**src/afe_params.svh**
```systemverilog
`ifndef AFE_PARAMS_SVH
`define AFE_PARAMS_SVH

// register indices; byte address is four times the index
`define AFE_IDX_CONTROL 6'h00
`define AFE_IDX_RESERVED 6'h01
`define AFE_IDX_IRQ_FLAG 6'h02
`define AFE_IDX_FORMAT 6'h03
`define AFE_IDX_ASPECT 6'h04
`define AFE_IDX_BAR_FLAGS 6'h05
`define AFE_IDX_BAR_FIRST 6'h06
`define AFE_IDX_BAR_SECOND 6'h07
`define AFE_IDX_PRESENT 6'h08
`define AFE_IDX_IRQ_MASK 6'h09

`define AFE_CTRL_PASS_BIT 0
`define AFE_IRQ_CHANGE_BIT 1

`define AFE_CTRL_RESET 1'h0
`define AFE_MASK_RESET 2'h0

// packet type codes in the header beat
`define AFE_TYPE_VIDEO 4'h0
`define AFE_TYPE_ANC 4'hD

// ancillary data flag words and identifiers
`define AFE_ADF_FIRST 8'h00
`define AFE_ADF_NEXT 8'hFF
`define AFE_DID_FORMAT 8'h41
`define AFE_SDID_FORMAT 8'h05

// user data word positions within the format packet
`define AFE_UDW_CODE 8'h00
`define AFE_UDW_FLAGS 8'h03
`define AFE_UDW_BAR1_HI 8'h04
`define AFE_UDW_BAR1_LO 8'h05
`define AFE_UDW_BAR2_HI 8'h06
`define AFE_UDW_BAR2_LO 8'h07

`define AFE_RESP_OKAY 2'h0
`define AFE_RESP_SLVERR 2'h2

`endif

```
**src/afe_pkg.sv**
```systemverilog
package afe_pkg;

  typedef logic [9:0] afe_word_t;

  typedef struct packed {
    afe_word_t data;
    logic sop;
    logic eop;
  } afe_beat_s;

  typedef struct packed {
    logic [3:0] code;
    logic aspect;
    logic [3:0] flags;
    logic [15:0] bar_first;
    logic [15:0] bar_second;
  } afe_format_s;

  typedef enum logic [2:0] {
    ADF0,
    ADF1,
    ADF2,
    DID,
    SDID,
    COUNT,
    UDW,
    CSUM
  } afe_parse_e;

endpackage

```
**src/afe_extractor.sv**
```systemverilog
`timescale 1ns/1ps
`include "afe_params.svh"

module afe_extractor (
  input wire logic MCLK,
  input wire logic SYS_RST,
  input wire logic [7:0] S_AXI_AWADDR,
  input wire logic S_AXI_AWVALID,
  output logic S_AXI_AWREADY,
  input wire logic [31:0] S_AXI_WDATA,
  input wire logic [3:0] S_AXI_WSTRB,
  input wire logic S_AXI_WVALID,
  output logic S_AXI_WREADY,
  output logic [1:0] S_AXI_BRESP,
  output logic S_AXI_BVALID,
  input wire logic S_AXI_BREADY,
  input wire logic [7:0] S_AXI_ARADDR,
  input wire logic S_AXI_ARVALID,
  output logic S_AXI_ARREADY,
  output logic [31:0] S_AXI_RDATA,
  output logic [1:0] S_AXI_RRESP,
  output logic S_AXI_RVALID,
  input wire logic S_AXI_RREADY,
  input wire logic [9:0] DIN_DATA,
  input wire logic DIN_SOP,
  input wire logic DIN_EOP,
  input wire logic DIN_VALID,
  output logic DIN_READY,
  output logic [9:0] DOUT_DATA,
  output logic DOUT_SOP,
  output logic DOUT_EOP,
  output logic DOUT_VALID,
  input wire logic DOUT_READY,
  output logic IRQ
);

  // ---------------- stream path ----------------
  afe_pkg::afe_beat_s in_beat;
  afe_pkg::afe_beat_s out_ff;
  afe_pkg::afe_beat_s skid_ff;
  logic out_valid_ff;
  logic skid_valid_ff;
  logic nxt_skid_valid;
  logic ready_ff;
  logic accept;
  logic [3:0] pkt_type;
  logic [3:0] pkt_type_ff;
  logic is_anc;
  logic pass_ff;
  logic pkt_pass;
  logic pkt_pass_ff;
  logic keep;
  logic out_free;

  assign in_beat = '{data: DIN_DATA, sop: DIN_SOP, eop: DIN_EOP};
  assign accept = DIN_VALID && ready_ff;
  assign pkt_type = DIN_SOP ? DIN_DATA[3:0] : pkt_type_ff;
  assign is_anc = (pkt_type == `AFE_TYPE_ANC);
  // pass decision frozen per packet so no packet is cut short
  assign pkt_pass = DIN_SOP ? (pass_ff && !is_anc) : pkt_pass_ff;
  assign keep = accept && pkt_pass;
  assign out_free = !out_valid_ff || DOUT_READY;

  always_ff @(posedge MCLK)
  begin
    if (SYS_RST)
    begin
      pkt_type_ff <= `AFE_TYPE_VIDEO;
      pkt_pass_ff <= 1'b0;
    end
    else if (accept && DIN_SOP)
    begin
      pkt_type_ff <= DIN_DATA[3:0];
      pkt_pass_ff <= pkt_pass;
    end
  end

  always_comb
  begin
    nxt_skid_valid = skid_valid_ff;
    if (out_free)
      nxt_skid_valid = 1'b0;
    else if (keep)
      nxt_skid_valid = 1'b1;
  end

  always_ff @(posedge MCLK)
  begin
    if (SYS_RST)
    begin
      out_ff <= '0;
      skid_ff <= '0;
      out_valid_ff <= 1'b0;
      skid_valid_ff <= 1'b0;
      ready_ff <= 1'b0;
    end
    else
    begin
      skid_valid_ff <= nxt_skid_valid;
      ready_ff <= !nxt_skid_valid;
      if (out_free)
      begin
        if (skid_valid_ff)
        begin
          out_ff <= skid_ff;
          out_valid_ff <= 1'b1;
        end
        else
        begin
          out_valid_ff <= keep;
          if (keep)
            out_ff <= in_beat;
        end
      end
      else if (keep)
        skid_ff <= in_beat;
    end
  end

  // ---------------- ancillary parser ----------------
  afe_pkg::afe_parse_e state_ff;
  afe_pkg::afe_parse_e nxt_state;
  logic anc_word;
  logic [7:0] w8;
  logic is_format_ff;
  logic [7:0] udw_left_ff;
  logic [7:0] udw_idx_ff;
  afe_pkg::afe_format_s shadow_ff;
  afe_pkg::afe_format_s fmt_ff;
  logic commit;
  logic changed;
  logic seen_ff;
  logic present_ff;

  assign anc_word = accept && !DIN_SOP && is_anc;
  assign w8 = DIN_DATA[7:0];

  always_comb
  begin
    nxt_state = state_ff;
    case (state_ff)
      afe_pkg::ADF0:
        nxt_state = (w8 == `AFE_ADF_FIRST) ? afe_pkg::ADF1 : afe_pkg::ADF0;
      afe_pkg::ADF1:
        nxt_state = (w8 == `AFE_ADF_NEXT) ? afe_pkg::ADF2 : afe_pkg::ADF0;
      afe_pkg::ADF2:
        nxt_state = (w8 == `AFE_ADF_NEXT) ? afe_pkg::DID : afe_pkg::ADF0;
      afe_pkg::DID:
        nxt_state = afe_pkg::SDID;
      afe_pkg::SDID:
        nxt_state = afe_pkg::COUNT;
      afe_pkg::COUNT:
        nxt_state = (w8 == 8'h00) ? afe_pkg::CSUM : afe_pkg::UDW;
      afe_pkg::UDW:
        nxt_state = (udw_left_ff == 8'h01) ? afe_pkg::CSUM : afe_pkg::UDW;
      afe_pkg::CSUM:
        nxt_state = afe_pkg::ADF0;
      default:
        nxt_state = afe_pkg::ADF0;
    endcase
  end

  // every ancillary packet inside the stream is parsed
  always_ff @(posedge MCLK)
  begin
    if (SYS_RST)
      state_ff <= afe_pkg::ADF0;
    else if (accept && DIN_SOP)
      state_ff <= afe_pkg::ADF0;
    else if (anc_word)
      state_ff <= nxt_state;
  end

  always_ff @(posedge MCLK)
  begin
    if (SYS_RST)
    begin
      is_format_ff <= 1'b0;
      udw_left_ff <= 8'h00;
      udw_idx_ff <= 8'h00;
    end
    else if (anc_word)
    begin
      case (state_ff)
        afe_pkg::DID:
          is_format_ff <= (w8 == `AFE_DID_FORMAT);
        afe_pkg::SDID:
          is_format_ff <= is_format_ff && (w8 == `AFE_SDID_FORMAT);
        afe_pkg::COUNT:
        begin
          udw_left_ff <= w8;
          udw_idx_ff <= 8'h00;
        end
        afe_pkg::UDW:
        begin
          udw_left_ff <= udw_left_ff - 8'h01;
          udw_idx_ff <= udw_idx_ff + 8'h01;
        end
        default:
          udw_idx_ff <= udw_idx_ff;
      endcase
    end
  end

  // user words gathered into a shadow copy until the checksum word
  always_ff @(posedge MCLK)
  begin
    if (SYS_RST)
      shadow_ff <= '0;
    else if (anc_word && state_ff == afe_pkg::UDW && is_format_ff)
    begin
      case (udw_idx_ff)
        `AFE_UDW_CODE:
        begin
          shadow_ff.code <= w8[6:3];
          shadow_ff.aspect <= w8[2];
        end
        `AFE_UDW_FLAGS:
          shadow_ff.flags <= w8[7:4];
        // bar meaning (pixels for 0011, lines for 1100) set by sender
        `AFE_UDW_BAR1_HI:
          shadow_ff.bar_first[15:8] <= w8;
        `AFE_UDW_BAR1_LO:
          shadow_ff.bar_first[7:0] <= w8;
        `AFE_UDW_BAR2_HI:
          shadow_ff.bar_second[15:8] <= w8;
        `AFE_UDW_BAR2_LO:
          shadow_ff.bar_second[7:0] <= w8;
        default:
          shadow_ff <= shadow_ff;
      endcase
    end
  end

  assign commit = anc_word && state_ff == afe_pkg::CSUM && is_format_ff;
  assign changed = commit && (shadow_ff != fmt_ff);

  always_ff @(posedge MCLK)
  begin
    if (SYS_RST)
      fmt_ff <= '0;
    else if (commit)
      fmt_ff <= shadow_ff;
  end

  // presence judged over each image packet interval
  always_ff @(posedge MCLK)
  begin
    if (SYS_RST)
    begin
      seen_ff <= 1'b0;
      present_ff <= 1'b0;
    end
    else if (accept && DIN_SOP && DIN_DATA[3:0] == `AFE_TYPE_VIDEO)
    begin
      present_ff <= seen_ff || commit;
      seen_ff <= 1'b0;
    end
    else if (commit)
      seen_ff <= 1'b1;
  end

  // ---------------- register slave ----------------
  logic aw_got_ff;
  logic w_got_ff;
  logic [5:0] aw_idx_ff;
  logic [31:0] wdata_ff;
  logic [3:0] wstrb_ff;
  logic do_write;
  logic [1:0] irq_flag_ff;
  logic [1:0] nxt_irq_flag;
  logic [1:0] mask_ff;
  logic awready_ff;
  logic wready_ff;
  logic bvalid_ff;
  logic [1:0] bresp_ff;
  logic arready_ff;
  logic rvalid_ff;
  logic [31:0] rdata_ff;
  logic [1:0] rresp_ff;
  logic irq_ff;
  logic nxt_aw_got;
  logic nxt_w_got;
  logic nxt_bvalid;

  function automatic logic mapped(input logic [5:0] idx);
    mapped = (idx <= `AFE_IDX_IRQ_MASK);
  endfunction

  assign do_write = aw_got_ff && w_got_ff && !bvalid_ff;

  always_comb
  begin
    nxt_aw_got = aw_got_ff;
    nxt_w_got = w_got_ff;
    nxt_bvalid = bvalid_ff;
    if (S_AXI_AWVALID && awready_ff)
      nxt_aw_got = 1'b1;
    if (S_AXI_WVALID && wready_ff)
      nxt_w_got = 1'b1;
    if (do_write)
    begin
      nxt_aw_got = 1'b0;
      nxt_w_got = 1'b0;
      nxt_bvalid = 1'b1;
    end
    else if (bvalid_ff && S_AXI_BREADY)
      nxt_bvalid = 1'b0;
  end

  always_ff @(posedge MCLK)
  begin
    if (SYS_RST)
    begin
      aw_got_ff <= 1'b0;
      w_got_ff <= 1'b0;
      bvalid_ff <= 1'b0;
      awready_ff <= 1'b0;
      wready_ff <= 1'b0;
      bresp_ff <= `AFE_RESP_OKAY;
      aw_idx_ff <= 6'h00;
      wdata_ff <= 32'h00000000;
      wstrb_ff <= 4'h0;
    end
    else
    begin
      aw_got_ff <= nxt_aw_got;
      w_got_ff <= nxt_w_got;
      bvalid_ff <= nxt_bvalid;
      awready_ff <= !nxt_aw_got && !nxt_bvalid;
      wready_ff <= !nxt_w_got && !nxt_bvalid;
      if (S_AXI_AWVALID && awready_ff)
        aw_idx_ff <= S_AXI_AWADDR[7:2];
      if (S_AXI_WVALID && wready_ff)
      begin
        wdata_ff <= S_AXI_WDATA;
        wstrb_ff <= S_AXI_WSTRB;
      end
      if (do_write)
        bresp_ff <= mapped(aw_idx_ff) ? `AFE_RESP_OKAY : `AFE_RESP_SLVERR;
    end
  end

  // reserved word and read-only words take no write
  always_ff @(posedge MCLK)
  begin
    if (SYS_RST)
    begin
      pass_ff <= `AFE_CTRL_RESET;
      mask_ff <= `AFE_MASK_RESET;
    end
    else if (do_write && wstrb_ff[0])
    begin
      if (aw_idx_ff == `AFE_IDX_CONTROL)
        pass_ff <= wdata_ff[`AFE_CTRL_PASS_BIT];
      if (aw_idx_ff == `AFE_IDX_IRQ_MASK)
        mask_ff <= wdata_ff[1:0];
    end
  end

  // set wins over a clear in the same cycle
  always_comb
  begin
    nxt_irq_flag = irq_flag_ff;
    if (do_write && wstrb_ff[0] && aw_idx_ff == `AFE_IDX_IRQ_FLAG)
      nxt_irq_flag = irq_flag_ff & ~wdata_ff[1:0];
    if (changed)
      nxt_irq_flag[`AFE_IRQ_CHANGE_BIT] = 1'b1;
    nxt_irq_flag[0] = 1'b0;
  end

  always_ff @(posedge MCLK)
  begin
    if (SYS_RST)
    begin
      irq_flag_ff <= 2'h0;
      irq_ff <= 1'b0;
    end
    else
    begin
      irq_flag_ff <= nxt_irq_flag;
      irq_ff <= |(nxt_irq_flag & mask_ff);
    end
  end

  function automatic logic [31:0] read_mux(input logic [5:0] idx);
    read_mux = 32'h00000000;
    case (idx)
      `AFE_IDX_CONTROL:
        read_mux[0] = pass_ff;
      `AFE_IDX_RESERVED:
        read_mux = 32'h00000000;
      `AFE_IDX_IRQ_FLAG:
        read_mux[1:0] = irq_flag_ff;
      `AFE_IDX_FORMAT:
        read_mux[3:0] = fmt_ff.code;
      `AFE_IDX_ASPECT:
        read_mux[0] = fmt_ff.aspect;
      `AFE_IDX_BAR_FLAGS:
        read_mux[3:0] = fmt_ff.flags;
      `AFE_IDX_BAR_FIRST:
        read_mux[15:0] = fmt_ff.bar_first;
      `AFE_IDX_BAR_SECOND:
        read_mux[15:0] = fmt_ff.bar_second;
      `AFE_IDX_PRESENT:
        read_mux[0] = present_ff;
      `AFE_IDX_IRQ_MASK:
        read_mux[1:0] = mask_ff;
      default:
        read_mux = 32'h00000000;
    endcase
  endfunction

  always_ff @(posedge MCLK)
  begin
    if (SYS_RST)
    begin
      arready_ff <= 1'b0;
      rvalid_ff <= 1'b0;
      rdata_ff <= 32'h00000000;
      rresp_ff <= `AFE_RESP_OKAY;
    end
    else if (S_AXI_ARVALID && arready_ff)
    begin
      arready_ff <= 1'b0;
      rvalid_ff <= 1'b1;
      rdata_ff <= read_mux(S_AXI_ARADDR[7:2]);
      rresp_ff <= mapped(S_AXI_ARADDR[7:2]) ? `AFE_RESP_OKAY
                                             : `AFE_RESP_SLVERR;
    end
    else if (rvalid_ff)
    begin
      if (S_AXI_RREADY)
        rvalid_ff <= 1'b0;
      arready_ff <= S_AXI_RREADY;
    end
    else
      arready_ff <= 1'b1;
  end

  assign S_AXI_AWREADY = awready_ff;
  assign S_AXI_WREADY = wready_ff;
  assign S_AXI_BVALID = bvalid_ff;
  assign S_AXI_BRESP = bresp_ff;
  assign S_AXI_ARREADY = arready_ff;
  assign S_AXI_RVALID = rvalid_ff;
  assign S_AXI_RDATA = rdata_ff;
  assign S_AXI_RRESP = rresp_ff;
  assign DIN_READY = ready_ff;
  assign DOUT_DATA = out_ff.data;
  assign DOUT_SOP = out_ff.sop;
  assign DOUT_EOP = out_ff.eop;
  assign DOUT_VALID = out_valid_ff;
  assign IRQ = irq_ff;

endmodule

```
**config.mk**
```make
export PLATFORM = sky130hd
export DESIGN_NAME = afe_extractor
export DESIGN_NICKNAME = d
export VERILOG_FILES = /design/src/afe_pkg.sv /design/src/afe_extractor.sv
export VERILOG_INCLUDE_DIRS = /design/src
export SDC_FILE = /design/constraint.sdc
export NUM_CORES = 1
export LEC_CHECK = 0
export BUFFER_PORTS_ARGS = -buffer_cell sky130_fd_sc_hd__buf_2
export CAP_MARGIN = 20
export CORE_ASPECT_RATIO = 0.8
export CORE_MARGIN = 4
export CORE_UTILIZATION = 50
export CTS_BUF_LIST = sky130_fd_sc_hd__clkbuf_16
export DETAILED_ROUTE_END_ITERATION = 7
export PLACE_DENSITY = 0.72
export SYNTH_ARGS = -nofsm -noshare
export SYNTH_HDL_FRONTEND = slang
export SYNTH_SLANG_ARGS = --single-unit
export TNS_END_PERCENT = 100
```
**constraint.sdc**
```tcl
create_clock -name MCLK -period 3.8 [get_ports MCLK]
set_input_delay 0.76 -clock MCLK [delete_from_list [all_inputs] [get_ports MCLK]]
set_output_delay 0.76 -clock MCLK [all_outputs]
set_load 0.1 [all_outputs]
```
; ---- Word-level counts from Yosys, hierarchy flattened
; Index checks and enable logic that the tools add are counted.
[totals]
output_inout_bits = 56
ff_bits = 178
word_cells = 175
[op_classes]
order_cmp = 2
bitwise = 4
addsub = 2
n_eq_ne = 28
mux = 34
n_reduce_logical = 58
[ops]
columns = cell, n
row1 = $ne A41 B41 Y1, 1
row2 = $eq A8 B3 Y1 const B, 5
row3 = $pmux W8 S2, 2
row4 = $eq A6 B3 Y1 const B, 4
row5 = $mux W12, 2
row6 = $pmux W12 S2, 1
row7 = $pmux W3 S8, 1
row8 = $reduce_and A2 Y1, 12
row9 = $logic_and A1 B1 Y1, 23
row10 = $eq A6 B2 Y1 const B, 3
row11 = $eq A6 B4 Y1 const B, 3
row12 = $mux W1, 18
row13 = $logic_not A8 Y1, 2
row14 = $eq A3 B3 Y1 const B, 4
row15 = $le A6 B4 Y1 const B, 2
row16 = $logic_not A6 Y1, 2
row17 = $mux W2, 5
row18 = $pmux W1 S9, 1
row19 = $add A8 B1 Y8 const B, 1
row20 = $eq A8 B1 Y1 const B, 1
row21 = $eq A8 B2 Y1 const B, 1
row22 = $eq A8 B7 Y1 const B, 1
row23 = $eq A8 B8 Y1 const B, 1
row24 = $logic_not A1 Y1, 8
row25 = other kinds (16), 24

; ---- Longest topological paths before layout
; Gate-level depths: netlist of the first run.
[logic_depth]
depth_word = 9
ltp_mapped = 7

; ---- Least setup slack after synthesis of the first run
; No wires, ideal clock.
[synth_path]
path_kind = register to register
start = reg ready_ff, in the netlist DIN_READY
end = reg shadow_ff[0] in the netlist's numbering
path_stages_with_launch = 8
path_slack_ps = 1390
synth_period_minus_slack_ps = 2410
path_buffers = 2
required_time_ps = 3672
t_arrival_ps = 2282
path_cell_list = dfxtp_1 -> and3b_1 -> clkbuf_1 -> and4_1 -> buf_1 -> nand3_2 -> mux2i_1 -> nor2_1
[synth_via]
elab_chain_cells = 6
[synth_rtl]
columns = item, line_no
row1 = start: declaration, afe_extractor.sv:44  ; logic ready_ff;
row2 = start signal: assignment, afe_extractor.sv:100  ; ready_ff <= !nxt_skid_valid;
row3 = $logic_and A1 B1 Y1, afe_extractor.sv:56  ; assign accept = DIN_VALID && ready_ff;
row4 = $logic_and A1 B1 Y1 (2 in series), afe_extractor.sv:135  ; assign anc_word = accept && !DIN_SOP && is_anc;
row5 = $logic_and A1 B1 Y1 (2 in series), afe_extractor.sv:210  ; else if (anc_word && state_ff == afe_pkg::UDW && is_format_ff)
row6 = $reduce_and A2 Y1 (no source line), -
row7 = end signal: assignment, afe_extractor.sv:230  ; shadow_ff <= shadow_ff;
row8 = end: declaration, afe_extractor.sv:128  ; afe_pkg::afe_format_s shadow_ff;
; No other way between the ends.
; A chain may end at the register's enable or synchronous reset.

; ---- Worst setup path after layout of the first run
[layout_path]
start = reg state_ff[1]
end = reg udw_idx_ff[7]
[layout_via]
elab_chain_cells = 3
word_cells_on_any_way = 5
cone_classes = eq/ne (2) / mux (1) / reduce/logical (2)
[layout_rtl]
columns = item, line_no
row1 = start: declaration, afe_extractor.sv:121  ; afe_pkg::afe_parse_e state_ff;
row2 = start signal: assignment, afe_extractor.sv:167  ; state_ff <= afe_pkg::ADF0;
row3 = start signal: assignment, afe_extractor.sv:169  ; state_ff <= afe_pkg::ADF0;
row4 = start signal: assignment, afe_extractor.sv:171  ; state_ff <= nxt_state;
row5 = $eq A3 B3 Y1, afe_extractor.sv:184  ; case (state_ff)
row6 = $reduce_bool A2 Y1 (no source line), -
row7 = $reduce_and A2 Y1 (no source line), -
row8 = end signal: assignment, afe_extractor.sv:197  ; udw_idx_ff <= udw_idx_ff + 8'h01;
row9 = end signal: assignment, afe_extractor.sv:200  ; udw_idx_ff <= udw_idx_ff;
row10 = end: declaration, afe_extractor.sv:127  ; logic [7:0] udw_idx_ff;
; Several ways; a longest one is shown, not always the timed one.

==> results of run 1 <==
==> sequential cells by signal (all words and copies together), names as in the netlist, 2 cells and up <==
signal	cells
state_ff	3
wdata_ff	2
aw_idx_ff	6
mask_ff	2
udw_idx_ff	8
skid_ff	12
shadow_ff	41
pkt_type_ff	4
fmt_ff	41
S_AXI_RDATA	16
DOUT_DATA	10
udw_left_ff	8
==> kinds of logic (layout without fill, tap and decap cells) <==
group,Yosys count,in the layout,synth area share (%)
adder cells (fa/ha/maj),6,6,0.965
AO/OA/AOI/OAI,153,153,12.3
AND/OR/NAND/NOR,358,358,21.8
other,1,18,0.0482
flip-flops,175,175,45.0
XOR/XNOR,45,45,5.07
buffers and inverters,87,122,5.77
multiplexers,70,70,9.01
==> power groups by stage <==
stage | combinational (µW) | sequential, µW | clock, µW
after floorplan | 191 | 2030 | 0
after global placement | 359 | 1910 | 0
after detailed placement | 360 | 1920 | 0
after CTS | 361 | 1870 | 1750
after global routing | 382 | 1880 | 1840
final | 361 | 1870 | 1730
==> routing by layer <==
layer,global-route usage [%],vias up
li1,-,3166
met3,4.98,25
met5,0,-
met2,31.3,180
met4,7.28,0
met1,30.8,2964
==> cells in the final DEF (no fill, tap or decap), drive strengths merged, types with 7 or more instances in the layout <==
cell / count
a221oi: 18
conb: 18
nand3: 23
nor3b: 7
a21oi: 76
a211oi: 17
nor3: 25
and3: 8
clkbuf: 17
nor2: 117
nor2b: 8
o21ai: 19
nor4: 11
mux2i: 70
buf: 83
xor2: 44
a311oi: 8
nand2: 121
dfxtp: 175
inv: 9
==> Yosys cell counts, drive strengths merged, types with 2 or more instances <==
| library cell | number |
|---|---|
| dfxtp | 175 |
| nand2 | 121 |
| nor2 | 117 |
| a21oi | 76 |
| mux2i | 70 |
| xor2 | 44 |
| clkbuf | 40 |
| buf | 38 |
| nor3 | 25 |
| nand3 | 23 |
| o21ai | 19 |
| a221oi | 18 |
| a211oi | 17 |
| nor4 | 11 |
| a311oi | 8 |
| and3 | 8 |
| inv | 8 |
| nor2b | 8 |
| nor3b | 7 |
| ha | 6 |
| and4 | 5 |
| nand4 | 5 |
| nand4b | 5 |
| and2 | 4 |
| and3b | 4 |
| a22oi | 2 |
| a31oi | 2 |
| and4b | 2 |
| nand2b | 2 |
| nor4b | 2 |
| o221ai | 2 |
| or3b | 2 |
| or4 | 2 |
==> layout make-up <==
| cell class | count | area [µm²] | share of cell area (%) |
|---|---|---|---|
| clock buffers | 17 | 425 | 4.88 |
| clock inverters | 14 | 151 | 1.74 |
| inverters | 8 | 30.0 | 0.344 |
| multi-input cells | 650 | 3890 | 44.6 |
| flip-flops and latches | 175 | 3500 | 40.2 |
| well taps | 210 | 263 | 3.01 |
| repair buffers | 83 | 455 | 5.22 |
==> stage by stage <==
stage	instances	area, µm²
floorplan	912	7840
global placement	1126	8140
detailed placement	1126	8140
CTS	1157	8720
global route	1157	8720
finish	1157	8720
==> worst max-delay path, delay by kind of cell, from the launching register on <==
kind	cells	cell delay (ns)
simple gates	3	1.21
flops	1	0.55
compound gates	2	0.45
==> path summary, 6_finish.rpt <==
path / start / end / slack (ns) / depth (start not counted)
max: state_ff[1]$_SDFFE_PP0N_ / udw_idx_ff[7]$_SDFFE_PP0P_ / 1.49 / 5
min: pkt_type_ff[1]$_SDFFE_PP0P_ / pkt_type_ff[1]$_SDFFE_PP0P_ / 0.45 / 2
max reg2reg: state_ff[1]$_SDFFE_PP0N_ / udw_idx_ff[7]$_SDFFE_PP0P_ / 1.49 / 5
min reg2reg: pkt_type_ff[1]$_SDFFE_PP0P_ / pkt_type_ff[1]$_SDFFE_PP0P_ / 0.45 / 2
==> reports/metrics.cfg, run 1 <==
[drt]
routedWlPerCell_um=16.0
routed_wirelength_um=18500
routed_via_density=5.48
drc=0
ant_nets=0
first_iter_violations=486
dr.max_layer_used=met4
wl_met1_um=9000
dr_total_vias=6335
drt-pass1-iter-count=5
wl_met3_um=1160
route.met2.wl_um=8020

[critical_path]
worstPathRequired_ns=4.14
crit_chain=nor2b_1 > nand2_1 > nor2_1 > a41oi_1 > a311oi_1
cp_slowest_cell=dfxtp_1
slowest_delay_ns=0.55
worstSetupEndpointType=flip-flop
worst_setup_path_start_kind=flip-flop
arrival_ns=2.64
worstPathMaxFanout=12
criticalPathCategory=flip-flop to flip-flop

[cts]
tritoncts=yes
cts.sinks=175
clk-insertion-delay-late_ns=0.43
cts_resized=0
root_buffer=clkbuf_16
cts_htree_levels=4
clk_pin_slew_worst_paths_ns=0.06
cts_setup_buffers=0
cts_buffers=17
clock_path_buffers=2
cts_hold_buf=0

[timing]
finalSetupViolCount=0
fin_worst_skew_ns=0.00637
hold_viol=0
slew-limit-headroom_pct=48.9
rsz0062_at_grt=no
min_period_ns=2.31
clock.fmax_ghz=0.434
slew_viol_final=0
worst_slew_pin_slew_ns=0.766
fin_ws_ns=1.49
period_share_pct=60.7
hold_ws_ns=0.451
setup_tns_ns=0

[die]
die_w_um=147
dieArea_um2=17600
core.rowCount=40
fp.coreArea_um2=15100
fp.dieH_um=120
ios=129
start_util_pct=51.5

[power]
p_int_uw=2930
p_sw_uw=1030
power.total_uw=3960
seqPwrFrac_pct=47.3
combPwrFrac_pct=9.1
p_sw_share_pct=26.0
pwr-share-clk_pct=43.6
ir_worst_vdd_mv=0.356
powerDensity_nw_per_um2=455
leakage_uw=0.00374

[synth]
ys_ff_latch=175
synthCells=895
synth_area_leaders=dfxtp_1, mux2i_1, nand2_1, nor2_1, xor2_1
synth_top_flop_cell=dfxtp_1
synth_warnings=0
syn_area_um2=7780
synth_top_area_share_pct=45.0
ys_types=59
yosysSeqAreaShare_pct=45.0
synth_top_area_cell=dfxtp_1
syn_area_per_cell_um2=8.69
synth_edf_count=0
synthArstFlopShare_pct=0

[global_route]
grt_pass1_vias=5834
track_usage_pct=21.3
antenna_found_initial=0
grt_max_degree=79
globalRoute.totalOverflow=0
grt_pass1_wl_um=30200

[hold_path]
worstHoldPathType=flip-flop to flip-flop

[cells_and_area]
layout.nets=1014
drive_above_1_share_pct=12.7
fillers=1400
postLayoutCoreUtil_pct=57.7
diodes=0
area_delta_synth_final_pct=12.1

[place]
place_hpwl_um=12000
gp_congestion=0.861
pre_cts_ws_ns=1.31
port_buffers=73

[flow_run]
cap_viol_max_count=0

[status]
run_status=completed

No activity file was read; power rests on OpenSTA's default activity.
==> run 2: changes to the inputs <==
==> constraint.sdc (replaced) <==
create_clock -name MCLK -period 2.2 [get_ports MCLK]
set_input_delay 0.44 -clock MCLK [delete_from_list [all_inputs] [get_ports MCLK]]
set_output_delay 0.44 -clock MCLK [all_outputs]
set_load 0.1 [all_outputs]
==> reports/metrics.cfg, run 2 (synthesized netlist as in run 1, its figures left out) <==
[timing]
clock.fmax_ghz=0.489  ; +13%
hold_ws_ns=0.246  ; -0.205 ns
rsz0062_at_grt=no
hold_viol=0  ; unchanged
period_share_pct=92.9  ; +32 points
slew_viol_final=0  ; unchanged
min_period_ns=2.04  ; -0.261 ns
finalSetupViolCount=0  ; unchanged
worst_slew_pin_slew_ns=0.688  ; -0.0778 ns
fin_worst_skew_ns=0.00983  ; +0.00346 ns
fin_ws_ns=0.155  ; -1.34 ns
setup_tns_ns=0  ; unchanged
slew-limit-headroom_pct=54.0  ; +5.1 points

[critical_path]
reg2reg_slack_ns=0.16  ; -1.34 ns
r2r_start=udw_idx_ff[5]$_SDFFE_PP0P_
worstSetupEndpointType=flip-flop
cp_num_buf_inv=0  ; unchanged
slowest_delay_ns=0.57  ; +0.02 ns
criticalPathCategory=flip-flop to flip-flop
cp-startpoint=udw_idx_ff[5]$_SDFFE_PP0P_
crit_chain=or4b_4 > nor3_4 > nand3_2 > mux2i_1 > nor2_1
cp_slowest_cell=or4b_4
worstPathMaxFanout=8  ; -4
critical_path.top_delay_family=simple AND/OR/NAND/NOR gates
worst_setup_path_start_kind=flip-flop
worstPathRequired_ns=2.52  ; -1.62 ns
arrival_ns=2.36  ; -0.28 ns

[cts]
clk-insertion-delay-late_ns=0.44  ; about the same
clk_pin_slew_worst_paths_ns=0.07  ; about the same
cts_buffers=17  ; unchanged
cts_htree_levels=4  ; unchanged
cts_resized=0  ; unchanged
clock_path_buffers=2  ; unchanged
cts_hold_buf=0  ; unchanged
cts.sinks=175  ; unchanged
cts_setup_buffers=0  ; unchanged
root_buffer=clkbuf_16
tritoncts=yes

[cells_and_area]
fin_area_um2=8930  ; +2.4%
final_cell_mix=dfxtp_1, nand2_1, nor2_1
final_common_cell=dfxtp_1
diodes=0  ; unchanged
drive_above_1_share_pct=15.3  ; +2.6 points
fillers=1379  ; -1.5%
area_delta_synth_final_pct=14.8
layout.nets=1041  ; +2.7%

[global_route]
grt_pass1_wl_um=30800  ; +2.0%
antenna_found_initial=0  ; unchanged
grt_pass1_vias=5872  ; +0.65%
grt_max_degree=43  ; -46%
globalRoute.totalOverflow=0  ; unchanged
track_usage_pct=21.8  ; +0.46 points

[place]
place_hpwl_um=13300  ; +11%
gp_congestion=0.895  ; +4.0%
port_buffers=73  ; unchanged
place_area_um2=8380  ; +3.0%
pre_cts_ws_ns=0.147  ; -1.17 ns

[die]
core.rowCount=40  ; unchanged
fp.dieH_um=120  ; unchanged
die_w_um=147  ; unchanged
start_util_pct=51.5  ; unchanged
ios=129  ; unchanged
dieArea_um2=17600  ; unchanged
fp.coreArea_um2=15100  ; unchanged

[hold_path]
min_from=DIN_DATA[8]
worstHoldPathType=input pin to flip-flop

[power]
powerDensity_nw_per_um2=752  ; +65%
leakage_uw=0.00388  ; +3.6%
power.total_uw=6710  ; +69%
ir_worst_vdd_mv=0.580  ; +63%

[drt]
first_iter_violations=594  ; +22%
routed_wirelength_um=19100  ; +3.4%
drt-pass1-iter-count=5  ; unchanged
drc=0  ; unchanged
routed_via_density=5.49  ; +0.29%
dr_total_vias=6507  ; +2.7%
routedWlPerCell_um=16.1  ; +0.91%
ant_nets=0  ; unchanged

[flow_run]
cap_viol_max_count=0  ; unchanged

[status]
run_status=completed

==> run 2: layer usage <==
layer	vias up	track usage (%)	wire length, µm
met1	3054	32.2	9330
li1	3220	-	-
met2	213	31.4	8110
met5	-	0	0
met4	0	5.36	193
met3	20	6.04	1460
==> run 2: per-stage QoR <==
step | utilization (%) | cells
floorplan | - | 912
global placement | 55.5 | 1153
detailed placement | 55.5 | 1153
CTS | 59.1 | 1185
global route | 59.1 | 1185
finish | 59.1 | 1185
==> run 2: layout make-up <==
class                      instances  area, µm²  area share [%]
tap                              210        263            2.94
sequential                       175       3500            39.2
inverter                           8       30.0           0.336
clock inverter                    15        121            1.36
timing repair buffer             110        696            7.79
clock buffer                      17        425            4.76
multi-input combinational        650       3890            43.6
==> run 2: report_power, final <==
| part | total, µW | leakage, µW | internal, µW | switching (µW) |
|---|---|---|---|---|
| sequential | 3240 | 0.00141 | 3210 | 27.6 |
| combinational | 651 | 0.00220 | 120 | 531 |
| clock | 2830 | 0.000262 | 1540 | 1280 |
==> run 2: worst reg2reg max path, delay by kind of cell (launching register included) <==
family / cells / cell delay, ns
multiplexers: 1 / 0.27
flip-flops: 1 / 0.36
AND/OR/NAND/NOR: 4 / 1.28
==> run 2: path summary, 6_finish.rpt <==
| check | end | cells past startpoint |
|---|---|---|
| setup / recovery | shadow_ff[25]$_SDFFE_PP0P_ | 5 |
| hold / removal | skid_ff[10]$_SDFFE_PP0P_ | 3 |
| hold reg to reg | pkt_type_ff[0]$_SDFFE_PP0P_ | 2 |
| setup reg to reg | shadow_ff[25]$_SDFFE_PP0P_ | 5 |
==> run 3: changes to the inputs <==
--- a/config.mk
+++ b/config.mk
@@ -14,6 +14,7 @@
 export CTS_BUF_LIST = sky130_fd_sc_hd__clkbuf_16
 export DETAILED_ROUTE_END_ITERATION = 7
 export PLACE_DENSITY = 0.72
+export REMOVE_ABC_BUFFERS = 1
 export SYNTH_ARGS = -nofsm -noshare
 export SYNTH_HDL_FRONTEND = slang
 export SYNTH_SLANG_ARGS = --single-unit
==> reports/metrics.cfg, run 3 (synthesized netlist as in run 1, its figures left out) <==
[timing]
slew_viol_final=0  ; unchanged
worst_slew_pin_slew_ns=0.652  ; -0.0364 ns
clock.fmax_ghz=0.468  ; -4.3%
finalSetupViolCount=0  ; unchanged
min_period_ns=2.14  ; +0.0920 ns
hold_viol=0  ; unchanged
slew-limit-headroom_pct=56.5  ; +2.4 points
rsz0062_at_grt=no
period_share_pct=97.1  ; +4.2 points
fin_worst_skew_ns=0.00899  ; -0.000833 ns
setup_tns_ns=0  ; unchanged

[drt]
routedWlPerCell_um=16.0  ; -0.83%
dr_total_vias=6501  ; -0.092%
routed_wirelength_um=18900  ; -1.1%
routed_via_density=5.50  ; +0.16%
drt-pass1-iter-count=5  ; unchanged
first_iter_violations=567  ; -4.5%
ant_nets=0  ; unchanged
drc=0  ; unchanged

[status]
run_status=completed

[cts]
cts_setup_buffers=0  ; unchanged
cts_htree_levels=4  ; unchanged
cts.sinks=175  ; unchanged
cts_hold_buf=0  ; unchanged
tritoncts=yes
clk-insertion-delay-late_ns=0.43  ; about the same
cts_resized=0  ; unchanged
root_buffer=clkbuf_16
clock_path_buffers=2  ; unchanged
clk_pin_slew_worst_paths_ns=0.06  ; about the same
cts_buffers=17  ; unchanged

[power]
p_int_uw=4990  ; +2.4%
leakage_uw=0.00388  ; about the same
pwr-share-clk_pct=43.1  ; +1.0 points
seqPwrFrac_pct=47.3  ; -0.9 points
combPwrFrac_pct=9.6  ; about the same
p_sw_share_pct=26.9  ; -0.51 points
ir_worst_vdd_mv=0.570  ; -1.8%
p_sw_uw=1840  ; -0.22%
powerDensity_nw_per_um2=763  ; +1.5%

[die]
start_util_pct=51.5  ; unchanged
ios=129  ; unchanged
fp.dieH_um=120  ; unchanged
core.rowCount=40  ; unchanged
die_w_um=147  ; unchanged
fp.coreArea_um2=15100  ; unchanged
dieArea_um2=17600  ; unchanged

[cells_and_area]
postLayoutCoreUtil_pct=59.2  ; +0.099 points
layout.nets=1038  ; -0.29%
final_common_cell=dfxtp_1
fillers=1367  ; -0.87%
area_delta_synth_final_pct=15.0
diodes=0  ; unchanged
final_cell_mix=dfxtp_1, nand2_1, nor2_1
drive_above_1_share_pct=14.9  ; -0.36 points

[global_route]
track_usage_pct=21.6  ; -0.16 points
grt_pass1_wl_um=30700  ; -0.47%
globalRoute.totalOverflow=0  ; unchanged
grt_pass1_vias=5879  ; +0.12%
antenna_found_initial=0  ; unchanged
grt_max_degree=51  ; +19%

[critical_path]
worstPathRequired_ns=2.51  ; about the same
worstPathMaxFanout=6  ; -2
criticalPathCategory=flip-flop to flip-flop
arrival_ns=2.45  ; +0.09 ns
worst_setup_path_start_kind=flip-flop
worstSetupEndpointType=flip-flop

[place]
gp_congestion=0.827  ; -7.6%
port_buffers=73  ; unchanged
place_hpwl_um=12700  ; -4.2%

[hold_path]
worstHoldPathType=input pin to flip-flop

[flow_run]
cap_viol_max_count=0  ; unchanged

run 3: worst paths after layout:
path,start,end,slack [ns],cells after the start
worst max-delay path,udw_idx_ff[5]$_SDFFE_PP0P_,shadow_ff[33]$_SDFFE_PP0P_,0.06,6
worst min-delay path,S_AXI_AWADDR[3],aw_idx_ff[1]$_SDFFE_PP0P_,0.26,3
worst max register to register,udw_idx_ff[5]$_SDFFE_PP0P_,shadow_ff[33]$_SDFFE_PP0P_,0.06,6
worst min register to register,pkt_type_ff[0]$_SDFFE_PP0P_,pkt_type_ff[0]$_SDFFE_PP0P_,0.45,2
run 3: worst max-delay path, stage by stage (launching register included):
cell	delay, ns
dfxtp_1	0.36
or4b_4	0.56
nor3_4	0.28
nor4bb_1	0.36
buf_4	0.22
mux2i_1	0.19
nor2_1	0.06
run 3: per-stage QoR:
stage	worst slack, ns	total power, µW	area (µm²)	cells	hold slack, ns
after global placement	0.169	3950	8370	1150	0.441
after CTS	0.0850	6870	8940	1182	0.246
after floorplan	-0.538	3740	7420	833	0.425
final	0.0631	6830	8940	1182	0.262
after global routing	0.00468	7040	8940	1182	0.251
after detailed placement	0.0952	3950	8370	1150	0.448
run 3: cell type report:
| cell class | count | area [µm²] | area share, % |
|---|---|---|---|
| Clock inverter | 15 | 148 | 1.65 |
| Timing Repair Buffer | 107 | 686 | 7.67 |
| Inverter | 8 | 30.0 | 0.336 |
| Multi-Input combinational cell | 650 | 3890 | 43.5 |
| Tap cell | 210 | 263 | 2.94 |
| Clock buffer | 17 | 425 | 4.76 |
| Sequential cell | 175 | 3500 | 39.2 |
run 3: power groups by stage:
stage	combinational [µW]	sequential, µW	clock [µW]
4_1_cts	652	3230	2990
6_report	653	3230	2940
2_1_floorplan	235	3510	0
5_1_grt	686	3240	3110
3_5_place_dp	651	3300	0
3_3_place_gp	649	3300	0
run 3: layer usage:
metal  global-route usage [%]  share of wire, %
met1                     31.5                48
met2                     31.8                43
met3                     5.06               7.2
met4                     6.40               1.2
met5                        0                 0
